<file path="src/common/eeprom_host_pkg.sv">
package eeprom_host_pkg;
    // pin widths and page geometry
    localparam int ADDR_W = 13;
    localparam int DATA_W = 8;
    localparam int PAGE_BYTES = 64;
    localparam int PAGE_W = 6;
    localparam logic [6:0] PAGE_CNT_RESET = 7'h00;
    // status bit positions in a read byte
    localparam int POLL_BIT = 7;
    localparam int TOGGLE_BIT = 6;
    // identification area
    localparam logic [ADDR_W-1:0] ID_AREA_BASE = 13'h1fc0;
    localparam logic [ADDR_W-1:0] ID_AREA_LAST = 13'h1fff;
    // protection command sequence, arbitrary fixed values, used directly by host and model
    localparam logic [ADDR_W-1:0] CMD_ADDR0 = 13'h1555;
    localparam logic [ADDR_W-1:0] CMD_ADDR1 = 13'h0aaa;
    localparam logic [ADDR_W-1:0] CMD_ADDR2 = 13'h1555;
    localparam logic [DATA_W-1:0] CMD_DATA0 = 8'haa;
    localparam logic [DATA_W-1:0] CMD_DATA1 = 8'h55;
    localparam logic [DATA_W-1:0] CMD_DATA_ENABLE = 8'ha0;
    localparam logic [DATA_W-1:0] CMD_DATA_DISABLE = 8'h20;
    localparam logic [DATA_W-1:0] CMD_DATA_DISABLE1 = 8'h80;
    // timing
    localparam int CLK_MHZ = 250;
    localparam int CLK_PERIOD_NS = 4;
    localparam int WRITE_PULSE_NS = 100;
    localparam int DATA_SETUP_NS = 50;
    localparam int ADDR_HOLD_NS = 50;
    localparam int READ_ACCESS_NS = 70;
    localparam int FLOAT_NS = 35;
    localparam int BYTE_LOAD_WINDOW_US = 150;
    localparam int WRITE_CYCLE_TIME_US = 2000;
    localparam int POWER_ON_DELAY_US = 5000;
    localparam int WRITE_PULSE_CYC = (WRITE_PULSE_NS + CLK_PERIOD_NS - 1) / CLK_PERIOD_NS;
    localparam int DATA_SETUP_CYC = (DATA_SETUP_NS + CLK_PERIOD_NS - 1) / CLK_PERIOD_NS;
    localparam int ADDR_HOLD_CYC = (ADDR_HOLD_NS + CLK_PERIOD_NS - 1) / CLK_PERIOD_NS;
    localparam int READ_ACCESS_CYC = (READ_ACCESS_NS + CLK_PERIOD_NS - 1) / CLK_PERIOD_NS;
    localparam int FLOAT_CYC = (FLOAT_NS + CLK_PERIOD_NS - 1) / CLK_PERIOD_NS;
    // longest time: round down
    localparam int BYTE_LOAD_WINDOW_CYC = BYTE_LOAD_WINDOW_US * CLK_MHZ;
    localparam int WRITE_CYCLE_TIME_CYC = WRITE_CYCLE_TIME_US * CLK_MHZ;
    localparam int POWER_ON_DELAY_CYC = POWER_ON_DELAY_US * CLK_MHZ;
    localparam int TIMER_W = 24;
    // host command codes
    localparam logic [1:0] OP_READ = 2'h0;
    localparam logic [1:0] OP_WRITE = 2'h1;
    localparam logic [1:0] OP_PAGE_END = 2'h2;
    typedef enum logic [1:0] {PROT_NONE, PROT_ENABLE, PROT_UNLOCK, PROT_DISABLE} prot_e;
endpackage : eeprom_host_pkg

</file>
<file path="src/bus_cycle.sv">
`timescale 1ns/1ps
`default_nettype none
// one strobe-timed bus access: a read or a write-enable controlled write
module bus_cycle
    import eeprom_host_pkg::*;
(
    // clock and reset
    input wire logic mclk,
    input wire logic rst_b,
    input wire logic clkEn,
    // request
    input wire logic start,
    input wire logic isWrite,
    input wire logic [ADDR_W-1:0] addr,
    input wire logic [DATA_W-1:0] wdata,
    output logic done,
    output logic [DATA_W-1:0] rdata,
    // pins
    output logic chipSel_b,
    output logic outGate_b,
    output logic writeStb_b,
    output logic [ADDR_W-1:0] addrPin,
    input wire logic [DATA_W-1:0] dataIn,
    output logic [DATA_W-1:0] dataOut,
    output logic dataOe
);
    typedef enum logic [2:0] {IDLE, SETUP, PULSE, HOLD, RECOVER} cyc_e;
    cyc_e state_reg;
    logic [7:0] cnt_reg;
    logic wr_reg;
    logic [DATA_W-1:0] sync1_reg, sync2_reg;

    always_ff @(posedge mclk or negedge rst_b) begin
        if (!rst_b) begin
            sync1_reg <= 8'h00;
            sync2_reg <= 8'h00;
        end else if (clkEn) begin
            sync1_reg <= dataIn;
            sync2_reg <= sync1_reg;
        end
    end

    assign done = (state_reg == RECOVER) && (cnt_reg == 8'h00);

    always_ff @(posedge mclk or negedge rst_b) begin
        if (!rst_b) begin
            state_reg <= IDLE;
            cnt_reg <= 8'h00;
            wr_reg <= 1'b0;
            chipSel_b <= 1'b1;
            outGate_b <= 1'b1;
            writeStb_b <= 1'b1;
            addrPin <= '0;
            dataOut <= 8'h00;
            dataOe <= 1'b0;
            rdata <= 8'h00;
        end else if (clkEn) begin
            unique case (state_reg)
                IDLE: if (start) begin
                    wr_reg <= isWrite;
                    addrPin <= addr;
                    dataOut <= wdata;
                    chipSel_b <= 1'b0;
                    outGate_b <= isWrite; // gate high during writes
                    state_reg <= SETUP;
                end
                SETUP: begin
                    // strobe falls last so address is taken on it
                    if (wr_reg) begin
                        writeStb_b <= 1'b0;
                        dataOe <= 1'b1;
                        cnt_reg <= 8'(WRITE_PULSE_CYC);
                    end else begin
                        cnt_reg <= 8'(READ_ACCESS_CYC + 2);
                    end
                    state_reg <= PULSE;
                end
                PULSE: if (cnt_reg != 8'h00) begin
                    cnt_reg <= cnt_reg - 8'h01;
                end else begin
                    // strobe rises before chip select, data latched on it
                    if (wr_reg) writeStb_b <= 1'b1;
                    else rdata <= sync2_reg;
                    outGate_b <= 1'b1;
                    cnt_reg <= 8'(ADDR_HOLD_CYC);
                    state_reg <= HOLD;
                end
                HOLD: if (cnt_reg != 8'h00) begin
                    cnt_reg <= cnt_reg - 8'h01;
                end else begin
                    chipSel_b <= 1'b1;
                    dataOe <= 1'b0;
                    // bus turnaround before next access
                    cnt_reg <= 8'(FLOAT_CYC);
                    state_reg <= RECOVER;
                end
                RECOVER: if (cnt_reg != 8'h00) cnt_reg <= cnt_reg - 8'h01;
                    else state_reg <= IDLE;
            endcase
        end
    end
endmodule : bus_cycle
`default_nettype wire

</file>
<file path="src/eeprom_host.sv">
`timescale 1ns/1ps
`default_nettype none
// Summary of operation
// - write starts on low strobe with select low and gate high
// - host loads next page byte within 150 us of previous
// - host keeps upper address bits A6..A12 fixed across a page
// - protected writes need the sequence right before data bytes
// - sequence bytes use page timing and are not stored
// - host starts new access only after end of write detected or write timeout flagged
module eeprom_host
    import eeprom_host_pkg::*;
#(
    parameter int BYTE_LOAD_CYC = BYTE_LOAD_WINDOW_CYC,
    parameter int WRITE_TIMEOUT_CYC = WRITE_CYCLE_TIME_CYC,
    parameter int POWER_ON_CYC = POWER_ON_DELAY_CYC
)(
    // clock and reset
    input wire logic mclk,
    input wire logic rst_b,
    input wire logic clkEn,
    // user command
    input wire logic cmdValid,
    output logic cmdReady,
    input wire logic [1:0] cmdOp,
    input wire logic [ADDR_W-1:0] cmdAddr,
    input wire logic [DATA_W-1:0] cmdData,
    input wire logic cmdIdArea,
    input wire logic [1:0] cmdProt,
    // user answer
    output logic rspValid,
    output logic [DATA_W-1:0] rspData,
    output logic writeBusy,
    output logic writeTimeout,
    output logic protEnabled,
    // device pins
    output logic chipSel_b,
    output logic outGate_b,
    output logic writeStb_b,
    output logic [ADDR_W-1:0] addrPin,
    output logic identification_select,
    input wire logic [DATA_W-1:0] dataIn,
    output logic [DATA_W-1:0] dataOut,
    output logic dataOe
);
    typedef enum logic [2:0] {POWERUP, IDLE, CMDSEQ, ACCESS, POLL, POLLWAIT} host_e;
    host_e state_reg;
    logic [TIMER_W-1:0] timer_reg;
    logic [TIMER_W-1:0] window_reg;
    logic [2:0] seqIdx_reg;
    logic [2:0] seqLen_reg;
    logic [6:0] pageCnt_reg;
    logic pageOpen_reg;
    logic [ADDR_W-1:6] pageBase_reg;
    logic [ADDR_W-1:0] lastAddr_reg;
    logic [DATA_W-1:0] lastData_reg;
    logic [DATA_W-1:0] prevRead_reg;
    logic pollFirst_reg;
    logic isRead_reg;
    logic cycStart, cycWrite, cycDone;
    logic [ADDR_W-1:0] cycAddr;
    logic [DATA_W-1:0] cycData, cycRdata;

    function automatic logic [ADDR_W-1:0] seq_addr(input logic [2:0] i);
        unique case (i)
            3'h0, 3'h3: seq_addr = CMD_ADDR0;
            3'h1, 3'h4: seq_addr = CMD_ADDR1;
            default: seq_addr = CMD_ADDR2;
        endcase
    endfunction : seq_addr

    function automatic logic [DATA_W-1:0] seq_data(input logic [2:0] i, input prot_e p);
        unique case (i)
            3'h0, 3'h3: seq_data = CMD_DATA0;
            3'h1, 3'h4: seq_data = CMD_DATA1;
            3'h2: seq_data = (p == PROT_DISABLE) ? CMD_DATA_DISABLE1 : CMD_DATA_ENABLE;
            default: seq_data = CMD_DATA_DISABLE;
        endcase
    endfunction : seq_data

    prot_e prot_reg;

    ////////////////////////////////////////////////////////////////////////////
    // not ready in the window's last cycle, where the page is being closed
    assign cmdReady = clkEn && !cycStart && state_reg == IDLE &&
        !(pageOpen_reg && window_reg >= TIMER_W'(BYTE_LOAD_CYC - 1));
    assign writeBusy = (state_reg == POLL) || (state_reg == POLLWAIT);
    assign cycWrite = !isRead_reg;
    assign cycStart = (state_reg == ACCESS) || (state_reg == POLL) ||
        (state_reg == CMDSEQ && seqIdx_reg != seqLen_reg);
    assign cycAddr = (state_reg == POLL) ? lastAddr_reg :
        (state_reg == CMDSEQ) ? seq_addr(seqIdx_reg) : lastAddr_reg;
    assign cycData = (state_reg == CMDSEQ) ? seq_data(seqIdx_reg, prot_reg) : lastData_reg;

    // stepping one state per access; bus_cycle latches start only in its idle
    always_ff @(posedge mclk or negedge rst_b) begin
        if (!rst_b) begin
            state_reg <= POWERUP;
            timer_reg <= '0;
            window_reg <= '0;
            seqIdx_reg <= 3'h0;
            seqLen_reg <= 3'h0;
            pageCnt_reg <= PAGE_CNT_RESET;
            pageOpen_reg <= 1'b0;
            pageBase_reg <= '0;
            lastAddr_reg <= '0;
            lastData_reg <= 8'h00;
            prevRead_reg <= 8'h00;
            pollFirst_reg <= 1'b0;
            isRead_reg <= 1'b0;
            prot_reg <= PROT_NONE;
            rspValid <= 1'b0;
            rspData <= 8'h00;
            writeTimeout <= 1'b0;
            protEnabled <= 1'b0;
            identification_select <= 1'b0;
        end else if (clkEn) begin
            rspValid <= 1'b0;
            // byte-load window: close page if no byte follows in time
            if (pageOpen_reg && state_reg == IDLE) begin
                if (window_reg >= TIMER_W'(BYTE_LOAD_CYC - 1) || cmdOp == OP_PAGE_END && cmdValid) begin
                    pageOpen_reg <= 1'b0;
                    state_reg <= POLL;
                    pollFirst_reg <= 1'b1;
                    timer_reg <= '0;
                end else begin
                    window_reg <= window_reg + 1'b1;
                end
            end
            unique case (state_reg)
                POWERUP: if (timer_reg >= TIMER_W'(POWER_ON_CYC - 1)) begin
                    state_reg <= IDLE;
                    timer_reg <= '0;
                end else timer_reg <= timer_reg + 1'b1;
                IDLE: if (cmdValid && cmdReady && cmdOp != OP_PAGE_END) begin
                    isRead_reg <= (cmdOp == OP_READ);
                    identification_select <= cmdIdArea && cmdAddr >= ID_AREA_BASE;
                    // page bits locked on first byte, low bits free
                    lastAddr_reg <= pageOpen_reg ? {pageBase_reg, cmdAddr[PAGE_W-1:0]} : cmdAddr;
                    lastData_reg <= cmdData;
                    if (!pageOpen_reg && cmdOp == OP_WRITE && prot_e'(cmdProt) != PROT_NONE
                        && state_reg == IDLE) begin
                        // sequence precedes data, page timing kept
                        prot_reg <= prot_e'(cmdProt);
                        seqIdx_reg <= 3'h0;
                        seqLen_reg <= (prot_e'(cmdProt) == PROT_DISABLE) ? 3'h6 : 3'h3;
                        state_reg <= CMDSEQ;
                    end else state_reg <= ACCESS;
                end
                CMDSEQ: if (cycDone) begin
                    // the carried data byte follows the last sequence write
                    if (seqIdx_reg == seqLen_reg - 3'h1) state_reg <= ACCESS;
                    seqIdx_reg <= seqIdx_reg + 3'h1;
                end
                ACCESS: if (cycDone) begin
                    if (isRead_reg) begin
                        rspValid <= 1'b1;
                        rspData <= cycRdata;
                        state_reg <= IDLE;
                    end else begin
                        if (!pageOpen_reg) begin
                            pageBase_reg <= lastAddr_reg[ADDR_W-1:6];
                            pageCnt_reg <= 7'h01;
                        end else pageCnt_reg <= pageCnt_reg + 7'h01;
                        pageOpen_reg <= 1'b1;
                        window_reg <= '0;
                        if (prot_reg == PROT_ENABLE) protEnabled <= 1'b1;
                        if (prot_reg == PROT_DISABLE) protEnabled <= 1'b0;
                        prot_reg <= PROT_NONE;
                        // full page goes straight to programming
                        state_reg <= (pageOpen_reg && pageCnt_reg == 7'(PAGE_BYTES - 1)) ? POLL : IDLE;
                        pollFirst_reg <= 1'b1;
                        timer_reg <= '0;
                    end
                end
                default: begin
                    // status polling
                    if (state_reg == POLL || state_reg == POLLWAIT) begin
                        timer_reg <= timer_reg + 1'b1;
                        if (state_reg == POLL) state_reg <= POLLWAIT;
                        if (cycDone) begin
                            pollFirst_reg <= 1'b0;
                            prevRead_reg <= cycRdata;
                            // true data and no toggle means done
                            if (cycRdata[POLL_BIT] == lastData_reg[POLL_BIT] &&
                                (pollFirst_reg == 1'b0) &&
                                cycRdata[TOGGLE_BIT] == prevRead_reg[TOGGLE_BIT]) begin
                                state_reg <= IDLE;
                                pageOpen_reg <= 1'b0;
                            end else if (timer_reg >= TIMER_W'(WRITE_TIMEOUT_CYC - 1)) begin
                                writeTimeout <= 1'b1;
                                state_reg <= IDLE;
                                pageOpen_reg <= 1'b0;
                            end else state_reg <= POLL;
                        end
                    end
                end
            endcase
            if (state_reg == POLL) isRead_reg <= 1'b1;
        end
    end

    ////////////////////////////////////////////////////////////////////////////
    // pin timing kept in bus_cycle; strobes never overlap gate low
    bus_cycle u_cycle (
        .mclk(mclk),
        .rst_b(rst_b),
        .clkEn(clkEn),
        .start(cycStart),
        .isWrite(state_reg == POLL ? 1'b0 : (state_reg == CMDSEQ ? 1'b1 : cycWrite)),
        .addr(cycAddr),
        .wdata(cycData),
        .done(cycDone),
        .rdata(cycRdata),
        .chipSel_b(chipSel_b),
        .outGate_b(outGate_b),
        .writeStb_b(writeStb_b),
        .addrPin(addrPin),
        .dataIn(dataIn),
        .dataOut(dataOut),
        .dataOe(dataOe)
    );
endmodule : eeprom_host
`default_nettype wire

</file>
<file path="config.mk">
export PLATFORM = sky130hd
export DESIGN_NAME = eeprom_host
export DESIGN_NICKNAME = d
export VERILOG_FILES = /design/src/common/eeprom_host_pkg.sv /design/src/bus_cycle.sv /design/src/eeprom_host.sv
export SDC_FILE = /design/constraint.sdc
export NUM_CORES = 1
export LEC_CHECK = 0
export BUFFER_PORTS_ARGS = -buffer_cell sky130_fd_sc_hd__buf_2
export CORE_MARGIN = 5
export CORE_UTILIZATION = 50
export CTS_BUF_LIST = sky130_fd_sc_hd__clkbuf_2 sky130_fd_sc_hd__clkbuf_4 sky130_fd_sc_hd__clkbuf_8
export CTS_CLUSTER_DIAMETER = 120
export CTS_CLUSTER_SIZE = 14
export DETAILED_ROUTE_END_ITERATION = 10
export HOLD_SLACK_MARGIN = 0.06
export PLACE_DENSITY_LB_ADDON = 0.3
export SYNTH_ARGS = -nofsm -noshare
export SYNTH_HDL_FRONTEND = slang
export SYNTH_SLANG_ARGS = --single-unit
</file>
<file path="constraint.sdc">
create_clock -name mclk -period 2.75 [get_ports mclk]
set_input_delay 0.55 -clock mclk [delete_from_list [all_inputs] [get_ports mclk]]
set_output_delay 0.55 -clock mclk [all_outputs]
set_load 0.1 [all_outputs]
</file>
# [Word level (Yosys, flattened, before mapping)]
# Index checks and enable logic that the tools add are counted.
[classes] add_sub_neg=6 mul=0 div=0 magnitude_cmp=4 eq_ne=36 shift=0 n_mux=93 bitwise=7 reduce_logical=66
[ops] cell="two-way mux 24 bit" count=11
[ops] cell="case mux 24 bit (3 select lines)" count=1
[ops] cell="two-way mux 3 bit" count=22
[ops] cell="two-way mux 13 bit" count=4
[ops] cell="adder 24 x 1 -> 24 bit (second input constant)" count=2
[ops] cell="two-way mux 1 bit" count=32
[ops] cell="two-way mux 8 bit" count=4
[ops] cell="case mux 8 bit (4 select lines)" count=1
[ops] cell="AND reduction 4 bit" count=8
[ops] cell="AND reduction 5 bit" count=5
[ops] cell="greater-or-equal comparator 24 x 16 -> 1 bit (second input constant)" count=1
[ops] cell="greater-or-equal comparator 24 x 19 -> 1 bit (second input constant)" count=1
[ops] cell="greater-or-equal comparator 24 x 21 -> 1 bit (second input constant)" count=1
[ops] cell="case mux 8 bit (3 select lines)" count=1
[ops] cell="nonzero test 2 bit" count=10
[ops] cell="equality test 3 x 2 -> 1 bit (second input constant)" count=6
[ops] cell="inequality test 2 bit (second input constant)" count=9
[ops] cell="logical AND 1 bit" count=17
[ops] cell="case mux 3 bit (5 select lines)" count=1
[ops] cell="greater-or-equal comparator 13 bit (second input constant)" count=1
[ops] cell="equality test 3 bit (second input constant)" count=4
[ops] cell="case mux 1 bit (2 select lines)" count=6
[ops] cell="case mux 3 bit (4 select lines)" count=1
[ops] cell="AND reduction 3 bit" count=4
[ops] cell="30 further kinds" count=59
[totals] reg_bits=177 latch_bits=0 mem_bits_rw=0 romBits=0 input_bits=38 out_inout_bits=39 elab_cells=243 n_memories=0

# [Depth between registers and ports, before layout]
[depth] word_depth=12 depth_mapped=9

# [By module]
# From an unflattened synthesis, not the netlist that was laid out.
[hier_totals] hier_cells=842 area_unflattened_um2=8738.4
[modules_own_cells] mod="eeprom_host" instances=1 cells_per_inst=634 area_each_um2=6010.8 seq_area_each_um2=2752.6
[modules_own_cells] mod="bus_cycle" instances=1 cells_per_inst=208 area_each_um2=2727.6 seq_area_each_um2=1530.2

# [Worst setup path before layout]
# OpenSTA, ideal clock, no wires.
[synth_timing] path_kind="reg-to-output" startpoint="register window_reg[21]" endpoint="output port cmdReady" arrival_ps=2654 t_required_ps=2200 setup_slack_ps=-454 stages_incl_launch_ff=5 path_buffers=0 path_cell_list="dfrtp_1 -> nor4_4 -> o2111ai_2 -> a21o_2 -> a21oi_1"
[synth_between] elab_chain_len=4
[synth_rtl] element="from (decl)" line_no="eeprom_host.sv:48" text="logic [TIMER_W-1:0] window_reg;"
[synth_rtl] element="from (signal assigned)" line_no="eeprom_host.sv:126" text="window_reg <= window_reg + 1'b1;"
[synth_rtl] element="greater-or-equal comparator 24 x 16 -> 1 bit" line_no="eeprom_host.sv:85" text="!(pageOpen_reg && window_reg >= TIMER_W'(BYTE_LOAD_CYC - 1));"
[synth_rtl] element="logical AND 1 bit" line_no="eeprom_host.sv:85"
[synth_rtl] element="logical NOT 1 bit" line_no="eeprom_host.sv:85"
[synth_rtl] element="logical AND 1 bit" line_no="eeprom_host.sv:84" text="assign cmdReady = clkEn && !cycStart && state_reg == IDLE &&"
[synth_rtl] element="to (decl)" line_no="eeprom_host.sv:23" text="output logic cmdReady,"
# Every way passes these cells.

# [Worst setup path after layout]
[layout_timing] startpoint="register window_reg[10]" endpoint="output port cmdReady"
# The elaborated chain is that of the path after synthesis.

==> run_summary.xml <==
<?xml version="1.0" encoding="UTF-8"?>
<metrics>
  <group name="timing">
    <metric name="timing.slew.headroom" unit="%">53.2</metric>
    <metric name="setup_viol" unit="">1</metric>
    <metric name="finalWorstPathRequiredPeriod" unit="ps">2770</metric>
    <metric name="final.period_utilization" unit="%">101</metric>
    <metric name="timing.final.hold_violations" unit="">0</metric>
    <metric name="worstMarginPinSlew" unit="ps">693</metric>
    <metric name="whs" unit="ps">283</metric>
    <metric name="finalMaxSlewViolations" unit="">0</metric>
    <metric name="rsz0062_at_grt" unit="">yes</metric>
    <metric name="timing.clock.skew" unit="ps">21.3</metric>
    <metric name="max_freq" unit="MHz">361</metric>
    <metric name="final_critical_path_setup_slack" unit="ps">-17.7</metric>
  </group>
  <group name="floorplanning">
    <metric name="chipWidth" unit="um">141</metric>
    <metric name="core-area" unit="sq mm">0.0171</metric>
    <metric name="ioPinCount" unit="">77</metric>
    <metric name="starting_utilization_of_the_core_area" unit="%">50.3</metric>
    <metric name="dieArea" unit="sq mm">0.0199</metric>
    <metric name="placementRows" unit="">48</metric>
    <metric name="die_y" unit="um">141</metric>
  </group>
  <group name="cells_and_area">
    <metric name="num-nets-final" unit="">1000</metric>
    <metric name="area_growth_syn_to_layout" unit="%">15.5</metric>
    <metric name="layout.core_utilization" unit="%">58.1</metric>
    <metric name="number_of_cells_in_the_finished_layout_apart_from_fillers" unit="">1192</metric>
    <metric name="fillerInstances" unit="">1459</metric>
    <metric name="drive_above_1_share" unit="%">23.7</metric>
  </group>
  <group name="placed_design">
    <metric name="placed_cells" unit="">1151</metric>
    <metric name="gpl.final_weighted_congestion" unit="">0.880</metric>
    <metric name="input_output_buffers" unit="">76</metric>
    <metric name="detailed_place_hpwl" unit="mm">13.8</metric>
  </group>
  <group name="detailed_routing">
    <metric name="detail_route.first_pass.iterations" unit="">5</metric>
    <metric name="antenna_violating_nets_post_route" unit="">0</metric>
    <metric name="drc_errors" unit="">0</metric>
    <metric name="vias_per_cell" unit="">5.72</metric>
    <metric name="drt_iter0_drc" unit="">466</metric>
    <metric name="detail_route.wl_per_cell" unit="um">16.6</metric>
    <metric name="routed_wl" unit="mm">19.7</metric>
    <metric name="number_of_vias_in_the_routed_layout" unit="">6822</metric>
  </group>
  <group name="yosys">
    <metric name="largest_cells_by_area_after_synthesis" unit="">dfrtp_1, mux2_2, nand2_1, o21ai_0, nor2_1</metric>
    <metric name="post_synth_instance_area" unit="sq mm">0.00858</metric>
    <metric name="synthCells" unit="">853</metric>
    <metric name="syn-num-nets" unit="">901</metric>
    <metric name="yosysUniqueCellTypes" unit="">80</metric>
    <metric name="async_flop_share" unit="%">100</metric>
    <metric name="yosysMostFrequentCell" unit="">dfrtp_1</metric>
    <metric name="synth_top_area_share" unit="%">49.0</metric>
    <metric name="synth_largest_area_cell" unit="">dfrtp_1</metric>
    <metric name="synth_commonest_cells" unit="">dfrtp_1, nand2_1, nor2_1, o21ai_0, a21oi_1</metric>
    <metric name="postSynthRegisterBits" unit="">171</metric>
    <metric name="synth_top_flop_cell" unit="">dfrtp_1</metric>
    <metric name="postSynthAreaPerCell" unit="sq um">10.1</metric>
    <metric name="post_synth_edffs" unit="">0</metric>
    <metric name="yosys_warn_count" unit="">0</metric>
    <metric name="ys_seq_area_share" unit="%">49.9</metric>
  </group>
  <group name="global_route">
    <metric name="vias_in_the_first_global_route" unit="">6650</metric>
    <metric name="grt_remaining_overflow" unit="">0</metric>
    <metric name="first_pass_grt_wire_length" unit="mm">33.5</metric>
    <metric name="antenna_violations_before_repair" unit="">1</metric>
    <metric name="grt_start_max_net_pins" unit="">65</metric>
    <metric name="gr-usage-all-layers" unit="%">20.6</metric>
  </group>
  <group name="setup_path">
    <metric name="critical_path_class" unit="">reg2out</metric>
    <metric name="reg2reg_to" unit="">lastAddr_reg[7]</metric>
    <metric name="cpMaxStageDelayCell" unit="">or4_4</metric>
    <metric name="timing.critical_path.from_type" unit="">register</metric>
    <metric name="worst_setup_path_endpoint" unit="">cmdReady</metric>
    <metric name="crit_required" unit="ps">2200</metric>
    <metric name="crit_chain" unit="">or4_4 -&gt; nor4b_4 -&gt; a21o_2 -&gt; a21oi_4 -&gt; buf_12</metric>
    <metric name="worst_setup_path_startpoint" unit="">window_reg[10]</metric>
    <metric name="r2r_cells" unit="">10</metric>
    <metric name="worst-endpoint-arrival" unit="ps">2220</metric>
    <metric name="cp_slowest_stage_delay" unit="ps">550</metric>
    <metric name="end_kind" unit="">primary output</metric>
    <metric name="rr_startpoint" unit="">window_reg[0]</metric>
    <metric name="critical_path_maximum_fanout" unit="">3</metric>
    <metric name="reg2reg_setup_slack" unit="ps">190</metric>
  </group>
  <group name="clocking">
    <metric name="cts.sink_count" unit="">171</metric>
    <metric name="clock_tree.buffer_depth" unit="">2</metric>
    <metric name="path_clk_slew" unit="ps">110</metric>
    <metric name="cts.root.buffer_cell" unit="">clkbuf_8</metric>
    <metric name="cts_made_buffers" unit="">17</metric>
    <metric name="h-tree-depth" unit="">4</metric>
    <metric name="worst_skew_pair_later_pin_latency" unit="ps">480</metric>
    <metric name="tritoncts" unit="">done</metric>
  </group>
  <group name="worst_hold_path">
    <metric name="hold_path_startpoint" unit="">cmdAddr[0]</metric>
    <metric name="holdCritPathClass" unit="">in2reg</metric>
  </group>
  <group name="power">
    <metric name="worst_ir_drop_vdd" unit="mV">1.04</metric>
    <metric name="report.power.total" unit="W">0.00832</metric>
    <metric name="power.density" unit="mW/mm^2">840</metric>
    <metric name="power.static_leakage" unit="nW">4.58</metric>
  </group>
  <group name="status">
    <metric name="failing_checks" unit="">setup timing</metric>
    <metric name="status" unit="">complete, but fails checks</metric>
  </group>
  <group name="job">
    <metric name="max-cap-violations" unit="">0</metric>
  </group>
</metrics>
==> layout by cell type, fill, tap and decap left out, types with 8 or more instances in the layout <==
master / n
a21oi_1: 44
xor2_1: 12
xnor2_1: 10
o21ai_0: 53
nand2_1: 85
nor2_1: 70
or3_1: 8
mux2_2: 42
dfrtp_1: 166
o21ai_1: 14
buf_4: 41
nand4_1: 20
buf_2: 74
ha_1: 10
nor3_1: 29
mux2_1: 15
nand3_1: 28
mux2i_1: 12
clkbuf_8: 17
and3_1: 14
inv_1: 23
and2_1: 11
a31oi_1: 27
==> final cells by class <==
type                    instances  area [sq um]  area share [%]
clock buffers                  17           234            2.36
well taps                     225           282            2.84
multi-input cells             617          4040            40.8
clock inverters                15           203            2.05
diodes                          2          5.00          0.0505
inverters                      24          90.1           0.909
repair buffers                121           771            7.78
flip-flops and latches        171          4290            43.3
==> worst max-delay path: cells and delay by family, from the launching register on <==
kind / cells / cell delay, ps
AND/OR/NAND/NOR: 2 / 840
AO/OA/AOI/OAI: 2 / 280
flip-flops: 1 / 430
buffers and inverters: 1 / 200
==> power breakdown <==
part / switching [W] / internal [W] / total [W]
Clock: 0.00110 / 0.000787 / 0.00189
Sequential: 0.000442 / 0.00304 / 0.00348
Combinational: 0.00212 / 0.000834 / 0.00295
==> kinds of logic after synthesis <==
group	count (synthesis)	share of synthesized area, %
simple gates	311	18.7
buf+inv	65	3.37
fa+ha+maj	10	1.46
mux	69	8.88
xor+xnor	22	2.25
flops	171	49.9
compound gates	205	15.5
==> routing by layer <==
metal  up-vias  part of all wire (%)  global-route usage, %
met2       179                    46                   31.9
met5         -                     0                      0
li1       3298                     -                      -
met1      3313                    46                   28.5
met4         0                   1.9                   6.12
met3        32                   6.0                   5.70
==> metrics by stage <==
step	setup WS [ps]	area [sq um]	setup TNS, ps
floorplan	200	8590	0
global placement	94.3	9380	0
detailed placement	116	9380	0
CTS	-57.9	9880	-70.2
global route	-107	9910	-107
finish	-17.7	9910	-17.7
==> worst min path at each step <==
stage / endpoint / cells past startpoint
2_1_floorplan: identification_select / 0
3_3_place_gp: u_cycle.dataOut[1] / 2
3_5_place_dp: u_cycle.dataOut[3] / 2
4_1_cts: lastData_reg[4] / 2
5_1_grt: lastData_reg[2] / 2
6_report: lastAddr_reg[0] / 2
==> what timing repair did <==
item,4_1_cts,5_1_grt
buffers inserted,5,1
endpoints found under the hold margin,48,0
setup endpoints to repair,1,41
pin swaps,2,2
hold buffers,1,0
resized for setup,3,3
Note: power is estimated with default switching activity, not from simulation.
